[src/include/sdic_pkg.sv]
package sdic_pkg;

    // clock and printed device timings
    localparam int CLK_PERIOD_PS = 4000;
    localparam int T_POWERUP_US = 200;
    localparam int T_RP_NS = 18;
    localparam int T_RFC_NS = 60;
    localparam int T_RC_NS = 60;
    localparam int T_MRD_NS = 12;
    localparam int T_RAS_NS = 42;
    localparam int T_IS_PS = 1500;
    localparam int PS_PER_NS = 1000;
    localparam int PS_PER_US = 1000000;

    // least times round up to whole cycles, never below one
    function automatic int min_cyc(input int t_ps);
        int c;
        c = (t_ps + CLK_PERIOD_PS - 1) / CLK_PERIOD_PS;
        return (c < 1) ? 1 : c;
    endfunction

    localparam int PWR_CYC = min_cyc(T_POWERUP_US * PS_PER_US);
    localparam int RP_CYC = min_cyc(T_RP_NS * PS_PER_NS);
    localparam int RFC_CYC = min_cyc(T_RFC_NS * PS_PER_NS);
    localparam int MRD_CYC = min_cyc(T_MRD_NS * PS_PER_NS);
    localparam int RAS_CYC = min_cyc(T_RAS_NS * PS_PER_NS);
    localparam int XSR_CYC = min_cyc(T_RC_NS * PS_PER_NS + T_IS_PS);
    localparam int CLK_STABLE_CYC = 16;

    localparam int TIMER_W = 16;
    localparam int REF_CNT_W = 14;
    localparam logic [REF_CNT_W-1:0] INIT_REFS = 14'h0002;
    localparam logic [REF_CNT_W-1:0] BURST_REFS = 14'h2000;

    localparam int ADDR_W = 13;
    localparam int BA_W = 2;
    localparam int DQM_W = 2;
    localparam int A10_POS = 10;

    // {ras_n, cas_n, we_n}
    localparam logic [2:0] CMD_NOP = 3'h7;
    localparam logic [2:0] CMD_PRE = 3'h2;
    localparam logic [2:0] CMD_REF = 3'h1;
    localparam logic [2:0] CMD_MRS = 3'h0;

    typedef enum logic [3:0] {
        S_RST = 4'h0,
        S_PWR = 4'h1,
        S_CKE = 4'h3,
        S_PRE = 4'h2,
        S_PRE_W = 4'h6,
        S_MRS = 4'h7,
        S_MRS_W = 4'h5,
        S_REF = 4'h4,
        S_REF_W = 4'hc,
        S_IDLE = 4'hd,
        S_SRE = 4'hf,
        S_SR_HOLD = 4'he,
        S_SR_CLK = 4'ha,
        S_SR_XSR = 4'hb
    } sdic_state_t;

    typedef enum logic [1:0] {
        PH_INIT = 2'h0,
        PH_PRE_SR = 2'h1,
        PH_POST_SR = 2'h3
    } sdic_phase_t;

endpackage

[src/logic/sdic_ctrl.sv]
// What this block does
// [RULE1] during power-up hold CKE low, DQM high and a NOP on other pins
// [RULE2] run the clock at least 200 us before raising CKE
// [RULE3] keep DQM high throughout initialisation
// [RULE4] precharge all banks once CKE is high
// [RULE5] issue a mode register set during initialisation
// [RULE6] issue at least two auto refreshes before normal operation
// [RULE7] refreshes may come before or after the mode register set
// [RULE8] self-refresh entry is CS, RAS, CAS low with CKE low
// [RULE9] device ignores all but CKE one cycle after entry
// [RULE10] device stays in self-refresh while CKE stays low
// [RULE11] wait the minimum row-active time before starting exit
// [RULE12] restart the clock and let it settle before raising CKE
// [RULE13] hold CS high while CKE rises on exit
// [RULE14] wait the self-refresh exit time after CKE high before any command
// [RULE15] with burst refresh, 8192 refreshes before entry and after exit
// [RULE16] exit time equals row cycle time plus input set-up time
// [RULE17] row cycle time is at least 60 ns
// [RULE18] minimum row-active time before exit is 42 ns
// [RULE19] wait at least 12 ns after a mode register set
// [RULE20] self-refresh entry carries WE high, unlike mode register set
// [RULE21] no read or write until the whole initialisation has finished
`timescale 1ns/1ps
module sdic_ctrl
    import sdic_pkg::*;
#(
    parameter int PWR_WAIT_CYC = PWR_CYC,
    parameter int CLK_SETTLE_CYC = CLK_STABLE_CYC,
    parameter bit REF_BEFORE_MRS = 1'b0
) (
    input wire logic clk, // system clock, 250 MHz
    input wire logic sys_rst, // synchronous reset, active high
    input wire logic [ADDR_W-1:0] mode_word, // value loaded into the mode register
    input wire logic burst_refresh_en, // wrap self-refresh in refresh bursts
    input wire logic sr_req, // level: high asks for self-refresh
    output logic init_done, // initialisation complete, idle
    output logic sr_active, // self-refresh entry, hold or exit in progress
    output logic sd_clk_en, // enables the memory clock
    output logic sd_cke, // clock enable pin
    output logic sd_cs_n, // chip select, active low
    output logic sd_ras_n, // row strobe, active low
    output logic sd_cas_n, // column strobe, active low
    output logic sd_we_n, // write enable, active low
    output logic [BA_W-1:0] sd_ba, // bank address
    output logic [ADDR_W-1:0] sd_addr, // address pins
    output logic [DQM_W-1:0] sd_dqm // data mask pins
);

    sdic_state_t state;
    sdic_state_t next_state;
    sdic_phase_t phase;
    sdic_phase_t next_phase;
    logic [REF_CNT_W-1:0] ref_cnt;
    logic [REF_CNT_W-1:0] next_ref_cnt;
    logic [REF_CNT_W-1:0] ref_goal;
    logic mrs_done;
    logic next_mrs_done;
    logic refs_done;
    logic next_refs_done;
    logic tmr_load;
    logic [TIMER_W-1:0] tmr_val;
    logic tmr_done;

    function automatic logic [TIMER_W-1:0] wait_of(input int cyc);
        return TIMER_W'(cyc - 1);
    endfunction

    sdic_timer #(
        .W(TIMER_W)
    ) u_timer (
        .clk(clk),
        .sys_rst(sys_rst),
        .load(tmr_load),
        .load_val(tmr_val),
        .done(tmr_done)
    );

    // init needs two, a burst needs the full count
    assign ref_goal = (phase == PH_INIT) ? INIT_REFS : BURST_REFS; // [RULE6] [RULE15]

    always_comb begin
        next_state = state;
        next_phase = phase;
        next_ref_cnt = ref_cnt;
        next_mrs_done = mrs_done;
        next_refs_done = refs_done;
        tmr_load = 1'b0;
        tmr_val = '0;
        case (state)
            S_RST: begin
                tmr_load = 1'b1;
                tmr_val = wait_of(PWR_WAIT_CYC); // [RULE2]
                next_state = S_PWR;
            end
            S_PWR: begin
                if (tmr_done) begin
                    next_state = S_CKE; // [RULE2]
                end
            end
            S_CKE: begin
                next_state = S_PRE;
            end
            S_PRE: begin
                tmr_load = 1'b1;
                tmr_val = wait_of(RP_CYC);
                next_state = S_PRE_W;
            end
            S_PRE_W: begin
                if (tmr_done) begin
                    if (REF_BEFORE_MRS) begin
                        next_state = S_REF; // [RULE7]
                    end else begin
                        next_state = S_MRS; // [RULE7]
                    end
                end
            end
            S_MRS: begin
                tmr_load = 1'b1;
                tmr_val = wait_of(MRD_CYC); // [RULE19]
                next_mrs_done = 1'b1;
                next_state = S_MRS_W;
            end
            S_MRS_W: begin
                if (tmr_done) begin
                    if (refs_done) begin
                        next_state = S_IDLE; // [RULE21]
                    end else begin
                        next_state = S_REF;
                    end
                end
            end
            S_REF: begin
                tmr_load = 1'b1;
                tmr_val = wait_of(RFC_CYC);
                next_ref_cnt = ref_cnt + 1'b1;
                next_state = S_REF_W;
            end
            S_REF_W: begin
                if (tmr_done) begin
                    if (ref_cnt < ref_goal) begin
                        next_state = S_REF; // [RULE6] [RULE15]
                    end else begin
                        next_ref_cnt = '0;
                        if (phase == PH_INIT) begin
                            next_refs_done = 1'b1;
                            if (mrs_done) begin
                                next_state = S_IDLE; // [RULE21]
                            end else begin
                                next_state = S_MRS;
                            end
                        end else if (phase == PH_PRE_SR) begin
                            next_state = S_SRE; // [RULE15]
                        end else begin
                            next_phase = PH_INIT;
                            next_state = S_IDLE;
                        end
                    end
                end
            end
            S_IDLE: begin
                if (sr_req) begin
                    if (burst_refresh_en) begin
                        next_phase = PH_PRE_SR; // [RULE15]
                        next_state = S_REF;
                    end else begin
                        next_state = S_SRE;
                    end
                end
            end
            S_SRE: begin
                tmr_load = 1'b1;
                tmr_val = wait_of(RAS_CYC); // [RULE11] [RULE18]
                next_state = S_SR_HOLD;
            end
            S_SR_HOLD: begin
                // exit only once the row-active time is spent
                if (tmr_done && !sr_req) begin // [RULE11]
                    tmr_load = 1'b1;
                    tmr_val = wait_of(CLK_SETTLE_CYC); // [RULE12]
                    next_state = S_SR_CLK;
                end
            end
            S_SR_CLK: begin
                if (tmr_done) begin
                    tmr_load = 1'b1;
                    tmr_val = wait_of(XSR_CYC); // [RULE14] [RULE16] [RULE17]
                    next_state = S_SR_XSR;
                end
            end
            S_SR_XSR: begin
                if (tmr_done) begin // [RULE14]
                    if (burst_refresh_en) begin
                        next_phase = PH_POST_SR; // [RULE15]
                        next_state = S_REF;
                    end else begin
                        next_phase = PH_INIT;
                        next_state = S_IDLE;
                    end
                end
            end
            default: begin
                next_state = S_RST;
            end
        endcase
    end

    always_ff @(posedge clk) begin
        if (sys_rst) begin
            state <= S_RST;
            phase <= PH_INIT;
            ref_cnt <= '0;
            mrs_done <= 1'b0;
            refs_done <= 1'b0;
        end else begin
            state <= next_state;
            phase <= next_phase;
            ref_cnt <= next_ref_cnt;
            mrs_done <= next_mrs_done;
            refs_done <= next_refs_done;
        end
    end

    // pins follow the state being entered so every pin is a flop
    logic next_init_done;
    logic next_sr_active;
    logic next_clk_en;
    logic next_cke;
    logic next_cs_n;
    logic [2:0] next_cmd;
    logic [BA_W-1:0] next_ba;
    logic [ADDR_W-1:0] next_addr;
    logic [DQM_W-1:0] next_dqm;

    always_comb begin
        next_init_done = 1'b0;
        next_sr_active = 1'b0;
        next_clk_en = 1'b1;
        next_cke = 1'b1;
        next_cs_n = 1'b0;
        next_cmd = CMD_NOP;
        next_ba = '0;
        next_addr = '0;
        next_dqm = '1; // [RULE3]
        case (next_state)
            S_RST, S_PWR: begin
                next_cke = 1'b0; // [RULE1]
            end
            S_PRE: begin
                next_cmd = CMD_PRE; // [RULE4]
                next_addr[A10_POS] = 1'b1; // [RULE4]
            end
            S_MRS: begin
                next_cmd = CMD_MRS; // [RULE5] [RULE20]
                next_addr = mode_word;
            end
            S_REF: begin
                next_cmd = CMD_REF; // [RULE6]
            end
            S_IDLE: begin
                next_init_done = 1'b1; // [RULE21]
                next_dqm = '0;
            end
            S_SRE: begin
                next_cke = 1'b0; // [RULE8]
                next_cmd = CMD_REF; // [RULE8] [RULE20]
                next_sr_active = 1'b1;
            end
            S_SR_HOLD: begin
                // device ignores the clock now, so stop it to save power
                next_cke = 1'b0; // [RULE10]
                next_clk_en = 1'b0; // [RULE9]
                next_sr_active = 1'b1;
            end
            S_SR_CLK: begin
                next_cke = 1'b0; // [RULE12]
                next_cs_n = 1'b1; // [RULE13]
                next_sr_active = 1'b1;
            end
            S_SR_XSR: begin
                next_cs_n = 1'b1; // [RULE13] [RULE14]
                next_sr_active = 1'b1;
            end
            default: begin
                next_cmd = CMD_NOP;
            end
        endcase
    end

    always_ff @(posedge clk) begin
        if (sys_rst) begin
            init_done <= 1'b0;
            sr_active <= 1'b0;
            sd_clk_en <= 1'b1;
            sd_cke <= 1'b0; // [RULE1]
            sd_cs_n <= 1'b0;
            sd_ras_n <= CMD_NOP[2];
            sd_cas_n <= CMD_NOP[1];
            sd_we_n <= CMD_NOP[0];
            sd_ba <= '0;
            sd_addr <= '0;
            sd_dqm <= '1; // [RULE1]
        end else begin
            init_done <= next_init_done;
            sr_active <= next_sr_active;
            sd_clk_en <= next_clk_en;
            sd_cke <= next_cke;
            sd_cs_n <= next_cs_n;
            sd_ras_n <= next_cmd[2];
            sd_cas_n <= next_cmd[1];
            sd_we_n <= next_cmd[0];
            sd_ba <= next_ba;
            sd_addr <= next_addr;
            sd_dqm <= next_dqm;
        end
    end

endmodule

[src/logic/sdic_timer.sv]
`timescale 1ns/1ps
module sdic_timer
    import sdic_pkg::*;
#(
    parameter int W = TIMER_W
) (
    input wire logic clk, // system clock
    input wire logic sys_rst, // synchronous reset
    input wire logic load, // restart the count
    input wire logic [W-1:0] load_val, // cycles to wait after load
    output logic done // count has reached zero
);

    logic [W-1:0] count;
    logic [W-1:0] next_count;

    always_comb begin
        next_count = count;
        if (load) begin
            next_count = load_val;
        end else if (count != '0) begin
            next_count = count - 1'b1;
        end
    end

    always_ff @(posedge clk) begin
        if (sys_rst) begin
            count <= '0;
        end else begin
            count <= next_count;
        end
    end

    assign done = (count == '0);

endmodule
[config.mk]
export PLATFORM = sky130hd
export DESIGN_NAME = sdic_ctrl
export DESIGN_NICKNAME = d
export VERILOG_FILES = /design/src/include/sdic_pkg.sv /design/src/logic/sdic_ctrl.sv /design/src/logic/sdic_timer.sv
export SDC_FILE = /design/constraint.sdc
export NUM_CORES = 1
export LEC_CHECK = 0
export BUFFER_PORTS_ARGS = -buffer_cell sky130_fd_sc_hd__buf_2
export CAP_MARGIN = 25
export CORE_ASPECT_RATIO = 0.8
export CORE_MARGIN = 2
export CORE_UTILIZATION = 30
export CTS_CLUSTER_DIAMETER = 150
export CTS_CLUSTER_SIZE = 24
export DETAILED_ROUTE_END_ITERATION = 16
export PLACE_DENSITY_LB_ADDON = 0.2
export SLEW_MARGIN = 10
export SYNTH_ARGS = -nofsm -noshare
export SYNTH_HDL_FRONTEND = slang
export SYNTH_SLANG_ARGS = --single-unit
[constraint.sdc]
create_clock -name clk -period 4.1 [get_ports clk]
set_input_delay 0.82 -clock clk [delete_from_list [all_inputs] [get_ports clk]]
set_output_delay 0.82 -clock clk [all_outputs]
set_load 0.02 [all_outputs]
# Yosys cells after proc, flatten, opt, wreduce, memory -nomap -nowiden
# Cells that the tools add are included.
[classes]
addsub = 2
magnitude_cmp = 1
n_eq_ne = 30
muxes = 45
n_bitwise = 2
reduce_logical = 19
[ops]
columns = ["cell", "n"]
rows = [
  ["case mux 16 bit (7 select lines)", 1],
  ["2-to-1 mux 4 bit", 16],
  ["case mux 4 bit (14 select lines)", 1],
  ["== test 4 bit, second input constant", 11],
  ["2-to-1 mux 14 bit", 3],
  ["2-to-1 mux 16 bit", 2],
  ["case mux 14 bit (2 select lines)", 1],
  ["== test 4 x 3 -> 1 bit, second input constant", 6],
  ["2-to-1 mux 2 bit", 10],
  ["logical NOT 16 bit", 1],
  ["nonzero test 16 bit", 1],
  ["subtractor 16 x 1 -> 16 bit, second input constant", 1],
  ["adder 14 x 1 -> 14 bit, second input constant", 1],
  ["< comparator 14 bit", 1],
  ["inequality test 2 bit, second input constant", 7],
  ["== test 4 x 2 -> 1 bit, second input constant", 3],
  ["OR reduction 5 bit", 2],
  ["case mux 3 bit (3 select lines)", 1],
  ["== test 4 x 1 -> 1 bit, second input constant", 2],
  ["logical NOT 4 bit", 2],
  ["AND reduction 8 bit", 1],
  ["2-to-1 mux 1 bit", 7],
  ["case mux 2 bit (3 select lines)", 1],
  ["OR reduction 2 bit", 3],
  ["12 further kinds", 14],
]
[totals]
regBits = 61
out_inout_bits = 25

# Depth between registers and ports, before layout
[depth]
ltp_word = 9
mapped_depth = 10
mapped_depth_nobuf = 9

# Hierarchy
# A second synthesis with hierarchy kept.
[hier_totals]
hier_cells = 367
area_unflattened_um2 = 3106.7
[by_module_without_submodules]
columns = ["module", "n_inst", "cells_each", "area_per_inst_um2", "seq_area_each_um2"]
rows = [
  ["sdic_ctrl", 1, 251, 2142.1, 880.8],
  ["sdic_timer", 1, 116, 964.7, 320.3],
]

# Worst setup path before layout
# No wires, ideal clock.
[synth_path]
kind = "register to register"
start = "register u_timer.count[0]"
end = "register ref_cnt[13]"
setup_ns = 0.070
arrival_time_ns = 2.413
path_slack_ns = 1.617
path_stages_with_launch = 9
n_path_buf = 0
cell_sequence = "dfxtp_1 inv_1 ha_1 nor4b_2 nand4_4 o31a_1 or4_4 or3_1 a21oi_1"
[synth_between]
elab_chain_cells = 3
[synth_rtl]
columns = ["element", "line", "source"]
rows = [
  ["start, declared", "sdic_timer.sv:14", "logic [W-1:0] count;"],
  ["start signal, assigned", "sdic_timer.sv:30", "count <= next_count;"],
  ["logical NOT 16 bit", "sdic_timer.sv:34", "assign done = (count == '0);"],
  ["inequality test 2 bit (no line)", "--", ""],
  ["AND reduction 3 bit (no line)", "--", ""],
  ["end signal, assigned", "sdic_ctrl.sv:217", "ref_cnt <= next_ref_cnt;"],
  ["end, declared", "sdic_ctrl.sv:53", "logic [REF_CNT_W-1:0] ref_cnt;"],
]
# No other way between the ends.
# A chain may end at the register's enable or synchronous reset.

# Worst setup path after layout
[layout_path]
start = "register state[2]"
end = "register sd_ras_n"
[layout_between]
elab_chain_cells = 5
elab_cells_between_ends = 29
cone_classes = "17 x eq/ne; 10 x mux; 2 x reduce/logical"
[layout_rtl]
columns = ["element", "line", "source"]
rows = [
  ["start, declared", "sdic_ctrl.sv:49", "sdic_state_t state;"],
  ["start signal, assigned", "sdic_ctrl.sv:215", "state <= next_state;"],
  ["== test 4 bit, or another cell as far along", "sdic_ctrl.sv:89", "case (state)"],
  ["case mux 4 bit (14 select lines) (*)", "sdic_ctrl.sv:89", ""],
  ["== test 4 bit / == test 4 x 3 -> 1 bit (equally long branches)", "sdic_ctrl.sv:244", "case (next_state)"],
  ["OR reduction 2 bit (no line)", "--", ""],
  ["case mux 3 bit (3 select lines) (*)", "sdic_ctrl.sv:244", ""],
  ["end signal, assigned", "sdic_ctrl.sv:296", "sd_ras_n <= CMD_NOP[2];"],
  ["end signal, assigned", "sdic_ctrl.sv:308", "sd_ras_n <= next_cmd[2];"],
  ["end, declared", "sdic_ctrl.sv:41", "output logic sd_ras_n,"],
]
# Mark *: on every way between the ends. The rest lies on a longest branch, timed or not.

==> out/metrics.cfg <==
[global_route]
grt-ovfl-total=0
grt_pass1_vias=2378
antenna_found_initial=0
grt_max_degree=26
grt_use_total_pct=14.7
grt_pass1_wl_um=12400

[floorplan]
io_pins=42
coreArea_um2=9650
start_util_pct=30.9
dieArea_um2=10800
fp.dieW_um=116
rows=32
fp.dieH_um=93.2

[run_status]
status=finished clean

[power_and_ir_drop]
p_sw_mw=0.354
pwr-share-comb_pct=8.2
internal_power_mw=1.15
swShare_pct=23.5
power_frac_clock_pct=50.8
p_leak_nw=1.35
p_seq_share_pct=41.0
powerDensity_nw_per_um2=421
peakVddDrop_v=0.000180

[logic_synthesis]
synth_edf_count=0
yosysTopAreaCellShare_pct=40.3
seq_area_frac_synth_pct=40.3
synth-async-reset-ratio_pct=0
yosysMostFrequentCell=dfxtp_1
synth_area_um2=2980
syn_inst=347
synth_cell_types=66
yosysWarningCount=0
synthTopCellsByCount=dfxtp_1, nor2_1, a21oi_1, nor3_1, xnor2_1
synthTopCellsByArea=dfxtp_1, nor2_1, xnor2_1, a21oi_1, nor3_1
ys.flop_type=dfxtp_1
synth_area_leader_cell=dfxtp_1
syn_avg_cell_area_um2=8.60
ys_ff_latch=60

[worst_setup_path]
crit_family=simple AND/OR/NAND/NOR gates
cpPeakStageDelay_ns=0.73
start_kind=register
crit_arrival_ns=3.21
cp_num_buf_inv=0
crit_fanout=21
crit_chain=nor3b_2 > nand2_1 > nor4_1 > a221oi_2 > a21oi_4 > a221oi_1
cpMaxStageDelayCell=nor4_1
worst-setup-path-type=register to register
cp_data_required_time_ns=4.28
endpoint_kind=register

[place]
place_congestion=0.799
dp_hpwl_um=5230
portBuffers=39

[route]
postRouteAntennaNets=0
post-route-drc-count=0
drt-initial-drc-count=296
vias=2593
routed_wl_um=7460
avgViaCountPerCell=4.98
dr.pass1.iters=4
routedWlPerCell_um=14.3

[cts]
clk_path_buf_depth=2
cts_setup_buffers=0
cts_buffers=9
htree_levels=3
cts.sinks=60
cts_tree=yes
cts_resized=0
path_clk_slew_ns=0.05
root_buffer=clkbuf_16
cts_hold_buf=0
worstSkewPairLatency_ns=0.32

[hold_path]
min_path_type=register to register

[cells_and_area]
multiInputGateArea_um2=1660
num_antenna_cells=0
utilization_pct=37.1
drive_above_1_share_pct=18.4
seq_area_um2=1200
fillers=981
layout.nets=399
syn_to_final_growth_pct=19.8

[sta]
skew_ns=0.00446
tightest_slew_ns=0.838
fin_crit_ns=3.03
fmax_mhz=330
finalHoldViolCount=0
slew_headroom_pct=43.6
final.period_utilization_pct=73.9
drv_slew=0
final.setup.tns_ns=0
finalSetupViolations=0
rsz0062_at_grt=no

[flow_run]
max_cap_violations=0

[power by group through the flow]
stage	Sequential, mW	Combinational [mW]	Clock, mW
4_1_cts	0.618	0.123	0.778
5_1_grt	0.620	0.138	0.799
2_1_floorplan	0.623	0.0973	0
6_report	0.618	0.123	0.765
3_3_place_gp	0.629	0.122	0
3_5_place_dp	0.630	0.121	0
[per-layer routing]
metal	vias up	track usage, %	share of wire, %
met4	0	7.23	2.0
met3	11	3.11	6.2
met5	-	0	0
met1	1169	22.0	54
met2	87	19.4	38
li1	1326	-	-
[registers in the layout, indices dropped and copies added (netlist names)]
| signal | flops |
|---|---|
| init_done | 1 |
| mrs_done | 1 |
| phase | 2 |
| ref_cnt | 14 |
| refs_done | 1 |
| sd_addr | 13 |
| sd_cas_n | 1 |
| sd_cke | 1 |
| sd_clk_en | 1 |
| sd_cs_n | 1 |
| sd_dqm | 1 |
| sd_ras_n | 1 |
| sd_we_n | 1 |
| sr_active | 1 |
| state | 4 |
| u_timer.count | 16 |
[tightest hold or removal path, cell delays in order, from the launching register on]
cell and delay [ns]:
dfxtp_1 0.34, a21oi_1 0.05, nor2_1 0.08
[cells by family after synthesis]
family          count (synthesis)  share of synthesized area, %
simple gates                  165                          32.8
compound gates                 67                          14.9
flops                          60                          40.3
buf+inv                        29                          4.23
xor+xnor                       21                          6.16
fa+ha+maj                       2                         0.838
mux                             2                         0.671
other cells                     1                         0.126
[layout by cell type (no fill, tap or decap), types with 9 or more instances in the layout]
master,synthesis,routed
o21ai_0,15,15
inv_1,10,10
a21oi_1,23,23
buf_2,2,39
nand3_1,11,11
xnor2_1,17,17
clkbuf_16,0,9
and3_1,13,13
dfxtp_1,60,60
nor4_1,14,14
nand2_1,10,10
nor2_1,42,42
nor3_1,22,22
[cell type report]
| cell class | count | share of cell area [%] |
|---|---|---|
| Timing Repair Buffer | 40 | 5.67 |
| Clock inverter | 4 | 1.33 |
| Clock buffer | 12 | 7.17 |
| Inverter | 10 | 1.05 |
| Sequential cell | 60 | 33.6 |
| Tap cell | 136 | 4.76 |
| Multi-Input combinational cell | 259 | 46.4 |
[worst paths after layout]
kind / from / end / slack [ns] / cells after the start
max: state[2] / sd_ras_n / 1.07 / 6
min: refs_done / refs_done / 0.51 / 2
max reg2reg: state[2] / sd_ras_n / 1.07 / 6
min reg2reg: refs_done / refs_done / 0.51 / 2
[per-stage QoR]
| step | worst slack [ns] | cells | area [um2] | hold slack (ns) | power [mW] |
|---|---|---|---|---|---|
| after floorplan | 1.62 | 348 | 2990 | 0.428 | 0.720 |
| after global placement | 1.23 | 505 | 3270 | 0.486 | 0.751 |
| after detailed placement | 1.10 | 505 | 3270 | 0.497 | 0.751 |
| after CTS | 1.08 | 521 | 3580 | 0.508 | 1.52 |
| after global routing | 0.668 | 521 | 3580 | 0.554 | 1.56 |
| final | 1.07 | 521 | 3580 | 0.506 | 1.51 |
No activity file was read; power rests on OpenSTA's default activity.
